==> src/rtc_defs.svh <==
// constants for the recording trigger controller: offsets, fields, resets, timing
// assumes inclusion by its bare name from the package; the controller uses its macros
`ifndef RTC_DEFS_SVH
`define RTC_DEFS_SVH

// ----------------------------------------------------------------------------
// register byte offsets
// ----------------------------------------------------------------------------
`define RTC_OFF_CTRL    12'h000
`define RTC_OFF_CMD     12'h004
`define RTC_OFF_LEVEL   12'h008
`define RTC_OFF_SPAN    12'h00c
`define RTC_OFF_AREA    12'h010
`define RTC_OFF_RANGE1  12'h014
`define RTC_OFF_POST    12'h018
`define RTC_OFF_PRE     12'h01c
`define RTC_OFF_STATUS  12'h020

// ----------------------------------------------------------------------------
// field positions
// ----------------------------------------------------------------------------
`define RTC_CTRL_SRC_LSB  0
`define RTC_CTRL_COND_LSB 2
`define RTC_CMD_DIRECT    0
`define RTC_CMD_BUFFERED  1
`define RTC_CMD_STOP      2

// ----------------------------------------------------------------------------
// value scale: one sample lsb is 10 mV, so 200 V is 20000 counts
// ----------------------------------------------------------------------------
`define RTC_LEVEL_MAX   16'sh4e20
`define RTC_LEVEL_MIN   16'shb1e0
`define RTC_SPAN_MAX    16'h4e20

// ----------------------------------------------------------------------------
// reset values
// ----------------------------------------------------------------------------
`define RTC_RST_CTRL    4'h0
`define RTC_RST_LEVEL   16'h0000
`define RTC_RST_SPAN    16'h0000
`define RTC_RST_AREA_HI 16'h4e20
`define RTC_RST_AREA_LO 16'hb1e0
`define RTC_RST_RANGE1  16'h2710
`define RTC_RST_POST    32'h0000_0000
`define RTC_RST_PRE     32'h0000_0000

// ----------------------------------------------------------------------------
// timing: clock rate and blink half period
// ----------------------------------------------------------------------------
`define RTC_CLK_KHZ     40000
`define RTC_BLINK_MS    250

`endif

==> src/rtc_pkg.sv <==
// types shared by the recording trigger controller
// assumes rtc_defs.svh is on the include path
package rtc_pkg;
  `include "rtc_defs.svh"

  // --------------------------------------------------------------------------
  // controller states, gray along idle-search-delay-record
  // --------------------------------------------------------------------------
  typedef enum logic [1:0] {
    RTC_IDLE   = 2'h0,
    RTC_SEARCH = 2'h1,
    RTC_DELAY  = 2'h3,
    RTC_RECORD = 2'h2
  } rtc_state_t;

  // trigger sources
  typedef enum logic [1:0] {
    RTC_SRC_MANUAL   = 2'h0,
    RTC_SRC_EXTERNAL = 2'h1,
    RTC_SRC_INTERNAL = 2'h2
  } rtc_src_t;

  // internal conditions
  typedef enum logic [1:0] {
    RTC_COND_ABOVE   = 2'h0,
    RTC_COND_BELOW   = 2'h1,
    RTC_COND_OUTSIDE = 2'h2,
    RTC_COND_INSIDE  = 2'h3
  } rtc_cond_t;

  // trigger selection carried together
  typedef struct packed {
    rtc_cond_t cond;
    rtc_src_t  src;
  } rtc_cfg_t;

  // one-cycle front-panel commands
  typedef struct packed {
    logic stop;
    logic buffered;
    logic direct;
  } rtc_cmd_t;
endpackage

==> src/rtc_trigger_ctrl.sv <==
// recording trigger controller: source select, level/window compare, delay, led
// assumes apb master on pclk, channel 1 samples from logic on pclk,
// remote trigger line from a pin whose pull-up the controller enables through remote_event_pullup_en
`timescale 1ns/1ps
module rtc_trigger_ctrl #(
  parameter int unsigned BLINK_HALF_CYC = `RTC_BLINK_MS * `RTC_CLK_KHZ
) (
  input  wire logic              pclk,
  input  wire logic              presetn,
  input  wire logic              psel,
  input  wire logic              penable,
  input  wire logic              pwrite,
  input  wire logic [11:0]       paddr,
  input  wire logic [31:0]       pwdata,
  output logic [31:0]            prdata,
  output logic                   pready,
  output logic                   pslverr,
  input  wire logic signed [15:0] ch1_sample,
  input  wire logic              ch1_valid,
  input  wire logic              rec_done,
  input  wire logic              remote_event_pin_in,
  output logic                   remote_event_pin_out,
  output logic                   remote_event_pin_oe,
  output logic                   remote_event_pullup_en,
  output logic                   trigger_pulse,
  output logic                   recording,
  output logic                   buffered_mode,
  output logic                   pretrig_store,
  output logic                   search_led,
  output logic                   level_flag,
  output logic                   span_flag
);
  import rtc_pkg::*;

  // --------------------------------------------------------------------------
  // state
  // --------------------------------------------------------------------------
  rtc_state_t        state_reg, state_next;     // controller state
  rtc_cfg_t          cfg_reg, cfg_next;         // source and condition
  logic signed [15:0] level_reg, level_next;    // displayed threshold
  logic [15:0]       span_reg, span_next;       // displayed window span
  logic signed [15:0] area_hi_reg, area_hi_next; // recording area top
  logic signed [15:0] area_lo_reg, area_lo_next; // recording area bottom
  logic [15:0]       range1_reg, range1_next;   // channel 1 range
  logic [31:0]       post_reg, post_next;       // post delay, cycles
  logic [31:0]       pre_reg, pre_next;         // pretrigger time, cycles
  logic signed [17:0] eff_lvl_reg, eff_lvl_next; // clamped threshold
  logic [16:0]       eff_half_reg, eff_half_next; // clamped half span
  logic              buf_reg, buf_next;         // buffered recording
  logic              pre_on_reg, pre_on_next;   // pretrigger store permission
  logic [31:0]       dly_reg, dly_next;         // post delay count
  logic [31:0]       blink_reg, blink_next;     // blink divider
  logic              led_reg, led_next;         // led level
  logic              trig_reg, trig_next;       // trigger pulse
  logic [31:0]       rdata_reg, rdata_next;     // read data
  logic              err_reg, err_next;         // unmapped flag
  logic              sync1_reg, sync2_reg, prev_reg; // remote line sampling

  // --------------------------------------------------------------------------
  // apb decode
  // --------------------------------------------------------------------------
  logic     acc, wr, mapped;
  rtc_cmd_t cmd;
  logic     rec_cmd;
  assign acc = psel & penable;
  assign wr  = acc & pwrite;
  // commands fire in the access cycle, which is the single taking edge
  assign cmd.direct   = wr & (paddr == `RTC_OFF_CMD) & pwdata[`RTC_CMD_DIRECT];
  assign cmd.buffered = wr & (paddr == `RTC_OFF_CMD) & pwdata[`RTC_CMD_BUFFERED];
  assign cmd.stop     = wr & (paddr == `RTC_OFF_CMD) & pwdata[`RTC_CMD_STOP];
  assign rec_cmd      = cmd.direct | cmd.buffered;
  // zero wait states: read data was captured in setup
  assign pready  = 1'b1;
  assign pslverr = err_reg & acc;
  assign prdata  = rdata_reg;

  always_comb begin
    case (paddr)
      `RTC_OFF_CTRL, `RTC_OFF_CMD, `RTC_OFF_LEVEL, `RTC_OFF_SPAN,
      `RTC_OFF_AREA, `RTC_OFF_RANGE1, `RTC_OFF_POST, `RTC_OFF_PRE,
      `RTC_OFF_STATUS: mapped = 1'b1;
      default:         mapped = 1'b0;
    endcase
  end

  // --------------------------------------------------------------------------
  // remote line: two flip-flops, then edge detect on the second
  // --------------------------------------------------------------------------
  // sync before use
  always_ff @(posedge pclk or negedge presetn) begin
    if (!presetn) begin
      sync1_reg <= 1'b1;
      sync2_reg <= 1'b1;
      prev_reg  <= 1'b1;
    end else begin
      sync1_reg <= remote_event_pin_in;
      sync2_reg <= sync1_reg;
      prev_reg  <= sync2_reg;
    end
  end
  assign remote_event_pin_out   = 1'b0;
  assign remote_event_pin_oe    = 1'b0;
  assign remote_event_pullup_en = 1'b1;

  logic fall;
  assign fall = prev_reg & ~sync2_reg;

  // --------------------------------------------------------------------------
  // flags and window limits
  // --------------------------------------------------------------------------
  logic [16:0]       twice_range;
  logic signed [17:0] win_hi, win_lo, samp_x;
  assign level_flag  = (level_reg > area_hi_reg) | (level_reg < area_lo_reg);
  assign twice_range = {range1_reg, 1'b0};
  assign span_flag   = {1'b0, span_reg} > twice_range;
  assign win_hi = eff_lvl_reg + $signed({1'b0, eff_half_reg});
  assign win_lo = eff_lvl_reg - $signed({1'b0, eff_half_reg});
  assign samp_x = {{2{ch1_sample[15]}}, ch1_sample};

  // internal condition hit on this sample; channel 1 only
  logic hit;
  always_comb begin
    hit = 1'b0;
    if (ch1_valid) begin
      case (cfg_reg.cond)
        RTC_COND_ABOVE:   hit = samp_x >= eff_lvl_reg;
        RTC_COND_BELOW:   hit = samp_x <= eff_lvl_reg;
        RTC_COND_OUTSIDE: hit = (samp_x >= win_hi) | (samp_x <= win_lo);
        RTC_COND_INSIDE:  hit = (samp_x <= win_hi) & (samp_x >= win_lo);
        default:          hit = 1'b0;
      endcase
    end
  end

  // trigger found during search
  logic found;
  always_comb begin
    case (cfg_reg.src)
      RTC_SRC_EXTERNAL: found = (state_reg == RTC_SEARCH) & fall;
      RTC_SRC_INTERNAL: found = (state_reg == RTC_SEARCH) & hit;
      default:          found = 1'b0;
    endcase
  end

  // --------------------------------------------------------------------------
  // register file next values
  // --------------------------------------------------------------------------
  always_comb begin
    cfg_next     = cfg_reg;
    level_next   = level_reg;
    span_next    = span_reg;
    area_hi_next = area_hi_reg;
    area_lo_next = area_lo_reg;
    range1_next  = range1_reg;
    post_next    = post_reg;
    pre_next     = pre_reg;
    rdata_next   = rdata_reg;
    err_next     = err_reg;
    if (wr) begin
      case (paddr)
        `RTC_OFF_CTRL: begin
          cfg_next.src  = (pwdata[1:0] == 2'h3) ? RTC_SRC_INTERNAL : rtc_src_t'(pwdata[1:0]);
          cfg_next.cond = rtc_cond_t'(pwdata[3:2]);
        end
        `RTC_OFF_LEVEL: begin
          if ($signed(pwdata[15:0]) > `RTC_LEVEL_MAX)      level_next = `RTC_LEVEL_MAX;
          else if ($signed(pwdata[15:0]) < `RTC_LEVEL_MIN) level_next = `RTC_LEVEL_MIN;
          else                                            level_next = pwdata[15:0];
        end
        `RTC_OFF_SPAN: span_next = (pwdata[15:0] > `RTC_SPAN_MAX) ? `RTC_SPAN_MAX
                                                                   : pwdata[15:0];
        `RTC_OFF_AREA: begin
          area_hi_next = pwdata[15:0];
          area_lo_next = pwdata[31:16];
        end
        `RTC_OFF_RANGE1: range1_next = pwdata[15:0];
        `RTC_OFF_POST:   post_next   = pwdata;
        `RTC_OFF_PRE:    pre_next    = pwdata;
        default:         ;
      endcase
    end
    // setup cycle captures read data and the error answer
    if (psel & ~penable) begin
      err_next = ~mapped;
      case (paddr)
        `RTC_OFF_CTRL:   rdata_next = {28'h0, cfg_reg.cond, cfg_reg.src};
        `RTC_OFF_LEVEL:  rdata_next = {16'h0, level_reg};
        `RTC_OFF_SPAN:   rdata_next = {16'h0, span_reg};
        `RTC_OFF_AREA:   rdata_next = {area_lo_reg, area_hi_reg};
        `RTC_OFF_RANGE1: rdata_next = {16'h0, range1_reg};
        `RTC_OFF_POST:   rdata_next = post_reg;
        `RTC_OFF_PRE:    rdata_next = pre_reg;
        `RTC_OFF_STATUS: rdata_next = {22'h0, span_flag, level_flag, search_led,
                                       pretrig_store, buf_reg, trig_reg, 2'h0,
                                       state_reg};
        default:         rdata_next = 32'h0;
      endcase
    end
  end

  always_ff @(posedge pclk or negedge presetn) begin
    if (!presetn) begin
      cfg_reg     <= rtc_cfg_t'(`RTC_RST_CTRL);
      level_reg   <= `RTC_RST_LEVEL;
      span_reg    <= `RTC_RST_SPAN;
      area_hi_reg <= `RTC_RST_AREA_HI;
      area_lo_reg <= `RTC_RST_AREA_LO;
      range1_reg  <= `RTC_RST_RANGE1;
      post_reg    <= `RTC_RST_POST;
      pre_reg     <= `RTC_RST_PRE;
      rdata_reg   <= 32'h0;
      err_reg     <= 1'b0;
    end else begin
      cfg_reg     <= cfg_next;
      level_reg   <= level_next;
      span_reg    <= span_next;
      area_hi_reg <= area_hi_next;
      area_lo_reg <= area_lo_next;
      range1_reg  <= range1_next;
      post_reg    <= post_next;
      pre_reg     <= pre_next;
      rdata_reg   <= rdata_next;
      err_reg     <= err_next;
    end
  end

  // --------------------------------------------------------------------------
  // trigger sequence next values
  // --------------------------------------------------------------------------
  logic use_delay;
  assign use_delay = (post_reg != 32'h0) &
                     ~((cfg_reg.src == RTC_SRC_INTERNAL) & (cfg_reg.cond == RTC_COND_INSIDE));

  always_comb begin
    state_next    = state_reg;
    eff_lvl_next  = eff_lvl_reg;
    eff_half_next = eff_half_reg;
    buf_next      = buf_reg;
    pre_on_next   = pre_on_reg;
    dly_next      = dly_reg;
    trig_next     = 1'b0;
    case (state_reg)
      RTC_IDLE: begin
        if (rec_cmd) begin
          buf_next = cmd.buffered;
          if (level_flag)
            eff_lvl_next = (level_reg > area_hi_reg) ? 18'(area_hi_reg) : 18'(area_lo_reg);
          else
            eff_lvl_next = 18'(level_reg);
          // half span from its own setting, or range1 when span_flag is set
          // both arms 17 bits so the half span is never padded silently
          eff_half_next = span_flag ? {1'b0, range1_reg} : {2'b00, span_reg[15:1]};
          // pretrigger only when searched and buffered
          pre_on_next = cmd.buffered & (cfg_reg.src != RTC_SRC_MANUAL) & (pre_reg != 32'h0);
          dly_next    = 32'h0;
          if (cfg_reg.src == RTC_SRC_MANUAL) begin
            trig_next  = 1'b1;
            state_next = use_delay ? RTC_DELAY : RTC_RECORD;
          end else begin
            state_next = RTC_SEARCH;
          end
        end
      end
      RTC_SEARCH: begin
        if (found) begin
          trig_next  = 1'b1;
          state_next = use_delay ? RTC_DELAY : RTC_RECORD;
        end
      end
      RTC_DELAY: begin
        dly_next = dly_reg + 32'h1;
        if (dly_next >= post_reg) state_next = RTC_RECORD;
      end
      RTC_RECORD: begin
        if (rec_done) begin
          state_next  = RTC_IDLE;
          pre_on_next = 1'b0;
        end
      end
      default: state_next = RTC_IDLE;
    endcase
    if (cmd.stop | (rec_cmd & (state_reg != RTC_IDLE))) begin
      state_next  = RTC_IDLE;
      pre_on_next = 1'b0;
      trig_next   = 1'b0;
    end
  end

  // led: steady in search, divided blink in delay, off otherwise
  always_comb begin
    blink_next = 32'h0;
    led_next   = 1'b0;
    case (state_next)
      RTC_SEARCH: led_next = 1'b1;
      RTC_DELAY: begin
        if (state_reg != RTC_DELAY) begin
          led_next = 1'b0;
        end else if (blink_reg >= 32'(BLINK_HALF_CYC - 1)) begin
          led_next = ~led_reg;
        end else begin
          blink_next = blink_reg + 32'h1;
          led_next   = led_reg;
        end
      end
      default: led_next = 1'b0;
    endcase
  end

  always_ff @(posedge pclk or negedge presetn) begin
    if (!presetn) begin
      state_reg    <= RTC_IDLE;
      eff_lvl_reg  <= 18'h0;
      eff_half_reg <= 17'h0;
      buf_reg      <= 1'b0;
      pre_on_reg   <= 1'b0;
      dly_reg      <= 32'h0;
      blink_reg    <= 32'h0;
      led_reg      <= 1'b0;
      trig_reg     <= 1'b0;
    end else begin
      state_reg    <= state_next;
      eff_lvl_reg  <= eff_lvl_next;
      eff_half_reg <= eff_half_next;
      buf_reg      <= buf_next;
      pre_on_reg   <= pre_on_next;
      dly_reg      <= dly_next;
      blink_reg    <= blink_next;
      led_reg      <= led_next;
      trig_reg     <= trig_next;
    end
  end

  assign trigger_pulse = trig_reg;
  assign recording     = (state_reg == RTC_RECORD);
  assign buffered_mode = buf_reg;
  assign pretrig_store = pre_on_reg;
  assign search_led    = led_reg;

  // --------------------------------------------------------------------------
  // assertions
  // --------------------------------------------------------------------------
  manual_trig_a : assert property (@(posedge pclk) disable iff (!presetn)
    (state_reg == RTC_IDLE && rec_cmd && !cmd.stop && cfg_reg.src == RTC_SRC_MANUAL)
      |=> trigger_pulse && state_reg != RTC_SEARCH)
    else $error("manual command did not trigger");
  ext_search_a : assert property (@(posedge pclk) disable iff (!presetn)
    (state_reg == RTC_IDLE && rec_cmd && !cmd.stop && cfg_reg.src == RTC_SRC_EXTERNAL)
      |=> state_reg == RTC_SEARCH && search_led)
    else $error("external command did not start search");
  ext_edge_a : assert property (@(posedge pclk) disable iff (!presetn)
    (state_reg == RTC_SEARCH && cfg_reg.src == RTC_SRC_EXTERNAL && fall && !cmd.stop && !rec_cmd)
      |=> trigger_pulse)
    else $error("falling edge missed in search");
  edge_ignored_a : assert property (@(posedge pclk) disable iff (!presetn)
    (state_reg == RTC_IDLE && !rec_cmd) |=> !trigger_pulse)
    else $error("trigger outside a search");
  pin_released_a : assert property (@(posedge pclk) disable iff (!presetn)
    !remote_event_pin_oe && remote_event_pullup_en)
    else $error("remote line driven");
  above_hit_a : assert property (@(posedge pclk) disable iff (!presetn)
    (state_reg == RTC_SEARCH && cfg_reg.src == RTC_SRC_INTERNAL && !cmd.stop && !rec_cmd
     && cfg_reg.cond == RTC_COND_ABOVE && ch1_valid && samp_x >= eff_lvl_reg)
      |=> trigger_pulse ##1 !trigger_pulse)
    else $error("above level missed");
  below_hit_a : assert property (@(posedge pclk) disable iff (!presetn)
    (state_reg == RTC_SEARCH && cfg_reg.src == RTC_SRC_INTERNAL && !cmd.stop && !rec_cmd
     && cfg_reg.cond == RTC_COND_BELOW && ch1_valid && samp_x > eff_lvl_reg)
      |=> !trigger_pulse)
    else $error("below level fired above threshold");
  inside_nodelay_a : assert property (@(posedge pclk) disable iff (!presetn)
    (cfg_reg.src == RTC_SRC_INTERNAL && cfg_reg.cond == RTC_COND_INSIDE && state_reg == RTC_SEARCH)
      |=> state_reg != RTC_DELAY)
    else $error("post delay used for inside window");
  record_gate_a : assert property (@(posedge pclk) disable iff (!presetn)
    $rose(recording) |-> $past(trig_next) || $past(state_reg) == RTC_DELAY)
    else $error("recording began without trigger or delay");
  stop_idle_a : assert property (@(posedge pclk) disable iff (!presetn)
    cmd.stop |=> state_reg == RTC_IDLE && !search_led && !recording)
    else $error("stop did not return to idle");
endmodule // rtc_trigger_ctrl

==> config.mk <==
export PLATFORM = sky130hd
export DESIGN_NAME = rtc_trigger_ctrl
export DESIGN_NICKNAME = d
export VERILOG_FILES = /design/src/rtc_pkg.sv /design/src/rtc_trigger_ctrl.sv
export VERILOG_INCLUDE_DIRS = /design/src
export SDC_FILE = /design/constraint.sdc
export NUM_CORES = 1
export LEC_CHECK = 0
export ABC_CLOCK_PERIOD_IN_PS = 5600
export BUFFER_PORTS_ARGS = -buffer_cell sky130_fd_sc_hd__buf_2
export CORE_ASPECT_RATIO = 1.75
export CORE_UTILIZATION = 45
export CTS_CLUSTER_SIZE = 14
export DETAILED_ROUTE_END_ITERATION = 8
export PLACE_DENSITY = 0.71
export SYNTH_ARGS = -nofsm -noshare
export SYNTH_HDL_FRONTEND = slang
export SYNTH_SLANG_ARGS = --single-unit
==> constraint.sdc <==
create_clock -name pclk -period 5.6 [get_ports pclk]
set_input_delay 0.56 -clock pclk [delete_from_list [all_inputs] [get_ports pclk]]
set_output_delay 0.56 -clock pclk [all_outputs]
set_load 0.02 [all_outputs]
==> results.md <==
Place:
- The count of buffers from port buffering is 107.
- The placed instances occupy a cell area of 19100 um2.
- The wire-length estimate of the detail-placed layout is around 44 mm.
- At the placement stage, the worst setup path has a slack of between 300 and 400 ps.
- The placer's final routability congestion estimate is about 1.

Finish:
- After routing the design area is 19900 um2.
- The post-layout net count is 2210.
- The relative area change from synthesis to final layout is 10.3%.
- Leaving out fill and tap cells, the most frequent cells in the layout are sky130_fd_sc_hd__dfrtp_1 (266), sky130_fd_sc_hd__nand2_1 (196), sky130_fd_sc_hd__ha_1 (169).
- The most common cell after layout, fill and taps aside is sky130_fd_sc_hd__dfrtp_1.
- The antenna cell count is 0.
- The fraction of final layout cells with drive strength greater than 1 is 0.163.

Min path:
- In this run the worst hold path is classified as input port to async pin.

Global routing:
- The total routing resource utilization after global routing is 0.279.
- The number of global-route vias before repair is 15331.
- The number of antenna violations at the first check in global routing was 1.
- The pin count of the biggest net entering global routing is about 120.
- The remaining global-route overflow is 0.
- The first-pass GRT wire length is between 80 and 90 mm.

Worst setup path:
- The endpoint class of the critical path is a flop.
- The data arrival time of the critical path is 5680 ps.
- The worst-path maximum fanout is 24.
- For the worst setup path, the data required time is 6030 ps.
- By startpoint and endpoint, the worst setup path is classified as flop to flop.
- The slowest stage of the critical path is the sky130_fd_sc_hd__a221oi_1 cell.
- The critical path starts at eff_half_reg[1]$_DFFE_PN0P_.
- Walking the worst path, the cells encountered are inv_1 -> ha_1 -> nand2b_1 -> a221oi_1 -> o211ai_1 -> a31oi_1 -> a221oi_1 -> o21ba_2 -> o21bai_1 -> a21oi_1 -> xnor2_1 -> ha_1 -> nand4_1 -> nor2_1 -> a211o_1 -> mux2i_2 -> mux2i_1 -> a31oi_4 -> o211ai_4 -> buf_12 -> nor2_1.
- The worst setup path is launched from a flop.
- The number of cell instances on the worst register-to-register path is 21.
- The startpoint of the worst-slack reg-to-reg timing path is eff_half_reg[1]$_DFFE_PN0P_.
- On the worst path, the slowest cell contributes a delay of 500 ps.

Floorplanning:
- The standard-cell row count is 96.
- In this run the horizontal extent of the chip is 153 um.
- The floorplan step defined a die boundary enclosing 40800 um2.
- The boundary pin count is 112.
- The core region is 39300 um2.
- The vertical die dimension is 267 um.
- The starting density of the core is 0.458.

Timing:
- The final setup TNS is 0 ps.
- Derived from the worst setup path, the maximum achievable clock frequency is around 190 MHz.
- Across the routed clock network, the largest skew measured is 9.98 ps.
- Setup repair after global routing left no endpoint under its margin.
- The shortest period the worst path allows is about 5300 ps.
- At the pin with the least slew margin, the transition time is 1120 ps.
- The worst-case setup margin in the final layout is approximately 350 ps.
- In the finished design, the share of the clock period the worst path needs comes to 0.938.
- The final-report max-slew violation count is 0.
- The headroom to the max-slew limit is 0.254.
- The number of failing hold endpoints at the final stage is 0.
- The worst slack on hold paths is slightly above 70 ps.
- The count of final setup violators is 0.

Detailed routing:
- After detailed routing, the number of vias per cell comes to around 6.0.
- After detailed routing, the total wire length is 56.3 mm.
- The number of DRC markers after the initial detailed-route iteration is 1376.
- In the final routed layout, each cell accounts on average for 22.7 um.
- The residual antenna-violating net count after detailed routing is 0.
- The overall via count from detail_route is roughly 15000.
- The first detailed-routing pass took 7 iterations.
- After detailed routing, the number of remaining DRC violations is 0.

Status:
- The flow ran to the end, and the final reports show no timing, DRC or antenna violations.

Synth:
- The number of warning messages in the yosys log is 0.
- The number of synthesized register bits is 286.
- The fraction of the yosys area taken by sequential cells is 0.399.
- After synthesis, the share of flip-flops with an asynchronous set or reset is 1.00.
- The cell taking the most area after synthesis is sky130_fd_sc_hd__dfrtp_1.
- The share of Yosys cell area claimed by the top area cell type is 0.370.
- Dividing the synthesized area by the synthesized cell count gives between 9 and 10 um2.
- By area the synthesized netlist is led by sky130_fd_sc_hd__dfrtp_1 (37%), sky130_fd_sc_hd__ha_1 (12%), sky130_fd_sc_hd__mux2_2 (5.3%).
- The most used flip-flop cell after synthesis is sky130_fd_sc_hd__dfrtp_1.
- The synthesized design contains 0 enable-type register cells.
- Summing every instance area after synthesis gives around 18000 um2.
- After technology mapping, the gate count stands at 1897.
- The number of unique standard cell types used by synthesis is 82.

Power:
- The overall power is 5.02 mW.
- For this design the ratio of total power to cell area is about 250 nW/um2.
- The leakage power is 9.05 nW.
- The worst ir drop on vdd is 196 uV.

Clock network:
- The clock transition time at the flip-flop clock pins of the worst setup and hold paths is 60 ps.
- The clock tree from TritonCTS is built.
- The clock reaches the later pin of the worst-skew pair after 550 ps.
- Buffers added to address setup during post-CTS repair amount to 0.
- The maximum clock path buffer count is 3.
- In this run, CTS created clock tree buffers numbering 25.
- The tree is rooted in a sky130_fd_sc_hd__clkbuf_16.
- The cts-stage hold buffer count is 0.
- The post-cts repair resize count is 0.
- The sink count of the clock tree is 286.
- CTS built an H-tree with a depth of 1.

Run:
- The tool flagged a number of max-cap violations equal to 0.
-- metal layers --
| metal | GRT usage | wire [um] |
|---|---|---|
| met5 | 0 | 13 |
| met4 | 0.235 | 5210 |
| met3 | 0.0338 | 2680 |
| met2 | 0.518 | 29300 |
| met1 | 0.276 | 19100 |
-- cell families after synthesis --
group / count (synthesis) / share of synthesized area
other: 2 / 0.000417
flip-flops: 286 / 0.399
adder cells (fa/ha/maj): 171 / 0.120
buffers and inverters: 237 / 0.0520
XOR/XNOR: 82 / 0.0399
AO/OA/AOI/OAI: 430 / 0.159
multiplexers: 133 / 0.0800
AND/OR/NAND/NOR: 556 / 0.150
-- worst paths after layout --
kind	end	slack [ps]
worst max-delay path	blink_reg[2]$_DFF_PN0_	350
worst min-delay path	dly_reg[23]$_DFFE_PN0P_	70
worst max register to register	blink_reg[2]$_DFF_PN0_	350
worst min register to register	sync2_reg$_DFF_PN1_	370
max in group asynchronous	eff_half_reg[1]$_DFFE_PN0P_	4150
min in group pclk	sync1_reg$_DFF_PN1_	110
-- critical path, delay by kind of cell, from the launching register on --
family,cells,cell delay [ps]
buffers and inverters,2,330
and+or+nand+nor,4,550
xor gates and xnor gates,1,150
DFF,1,410
muxes,2,620
adders and majority gates,2,610
AOI/OAI and AO/OA,10,2450
-- per-stage QoR --
step	util	instances
after global routing	0.506	2479
final	0.506	2479
after CTS	0.506	2479
after global placement	0.485	2434
after floorplan	-	1907
after detailed placement	0.485	2434
-- where the power goes --
group	switching (mW)	internal, mW	total, mW
clock	0.772	0.955	1.73
combinational	0.655	0.417	1.07
sequential	0.0877	2.13	2.22
-- synthesized netlist by cell type (all sizes together) (25+ instances only) --
| master | instances |
|---|---|
| dfrtp | 266 |
| nand2 | 196 |
| o21ai | 177 |
| ha | 169 |
| inv | 143 |
| nor2 | 134 |
| mux2 | 84 |
| clkbuf | 75 |
| a21oi | 51 |
| mux2i | 49 |
| xnor2 | 49 |
| nand3 | 48 |
| a222oi | 39 |
| nand4 | 33 |
| xor2 | 33 |
| nor3 | 26 |
| nor4 | 25 |
-- area by class of cell --
| cell class | instances | area, um2 |
|---|---|---|
| well taps | 490 | 613 |
| inverters | 143 | 537 |
| multi-input cells | 1384 | 9990 |
| repair buffers | 131 | 751 |
| flip-flops and latches | 286 | 7180 |
| clock buffers | 43 | 753 |
| clock inverters | 2 | 35.0 |
| fillers | 3635 | 19400 |
Power figures use the tool's default switching activity.
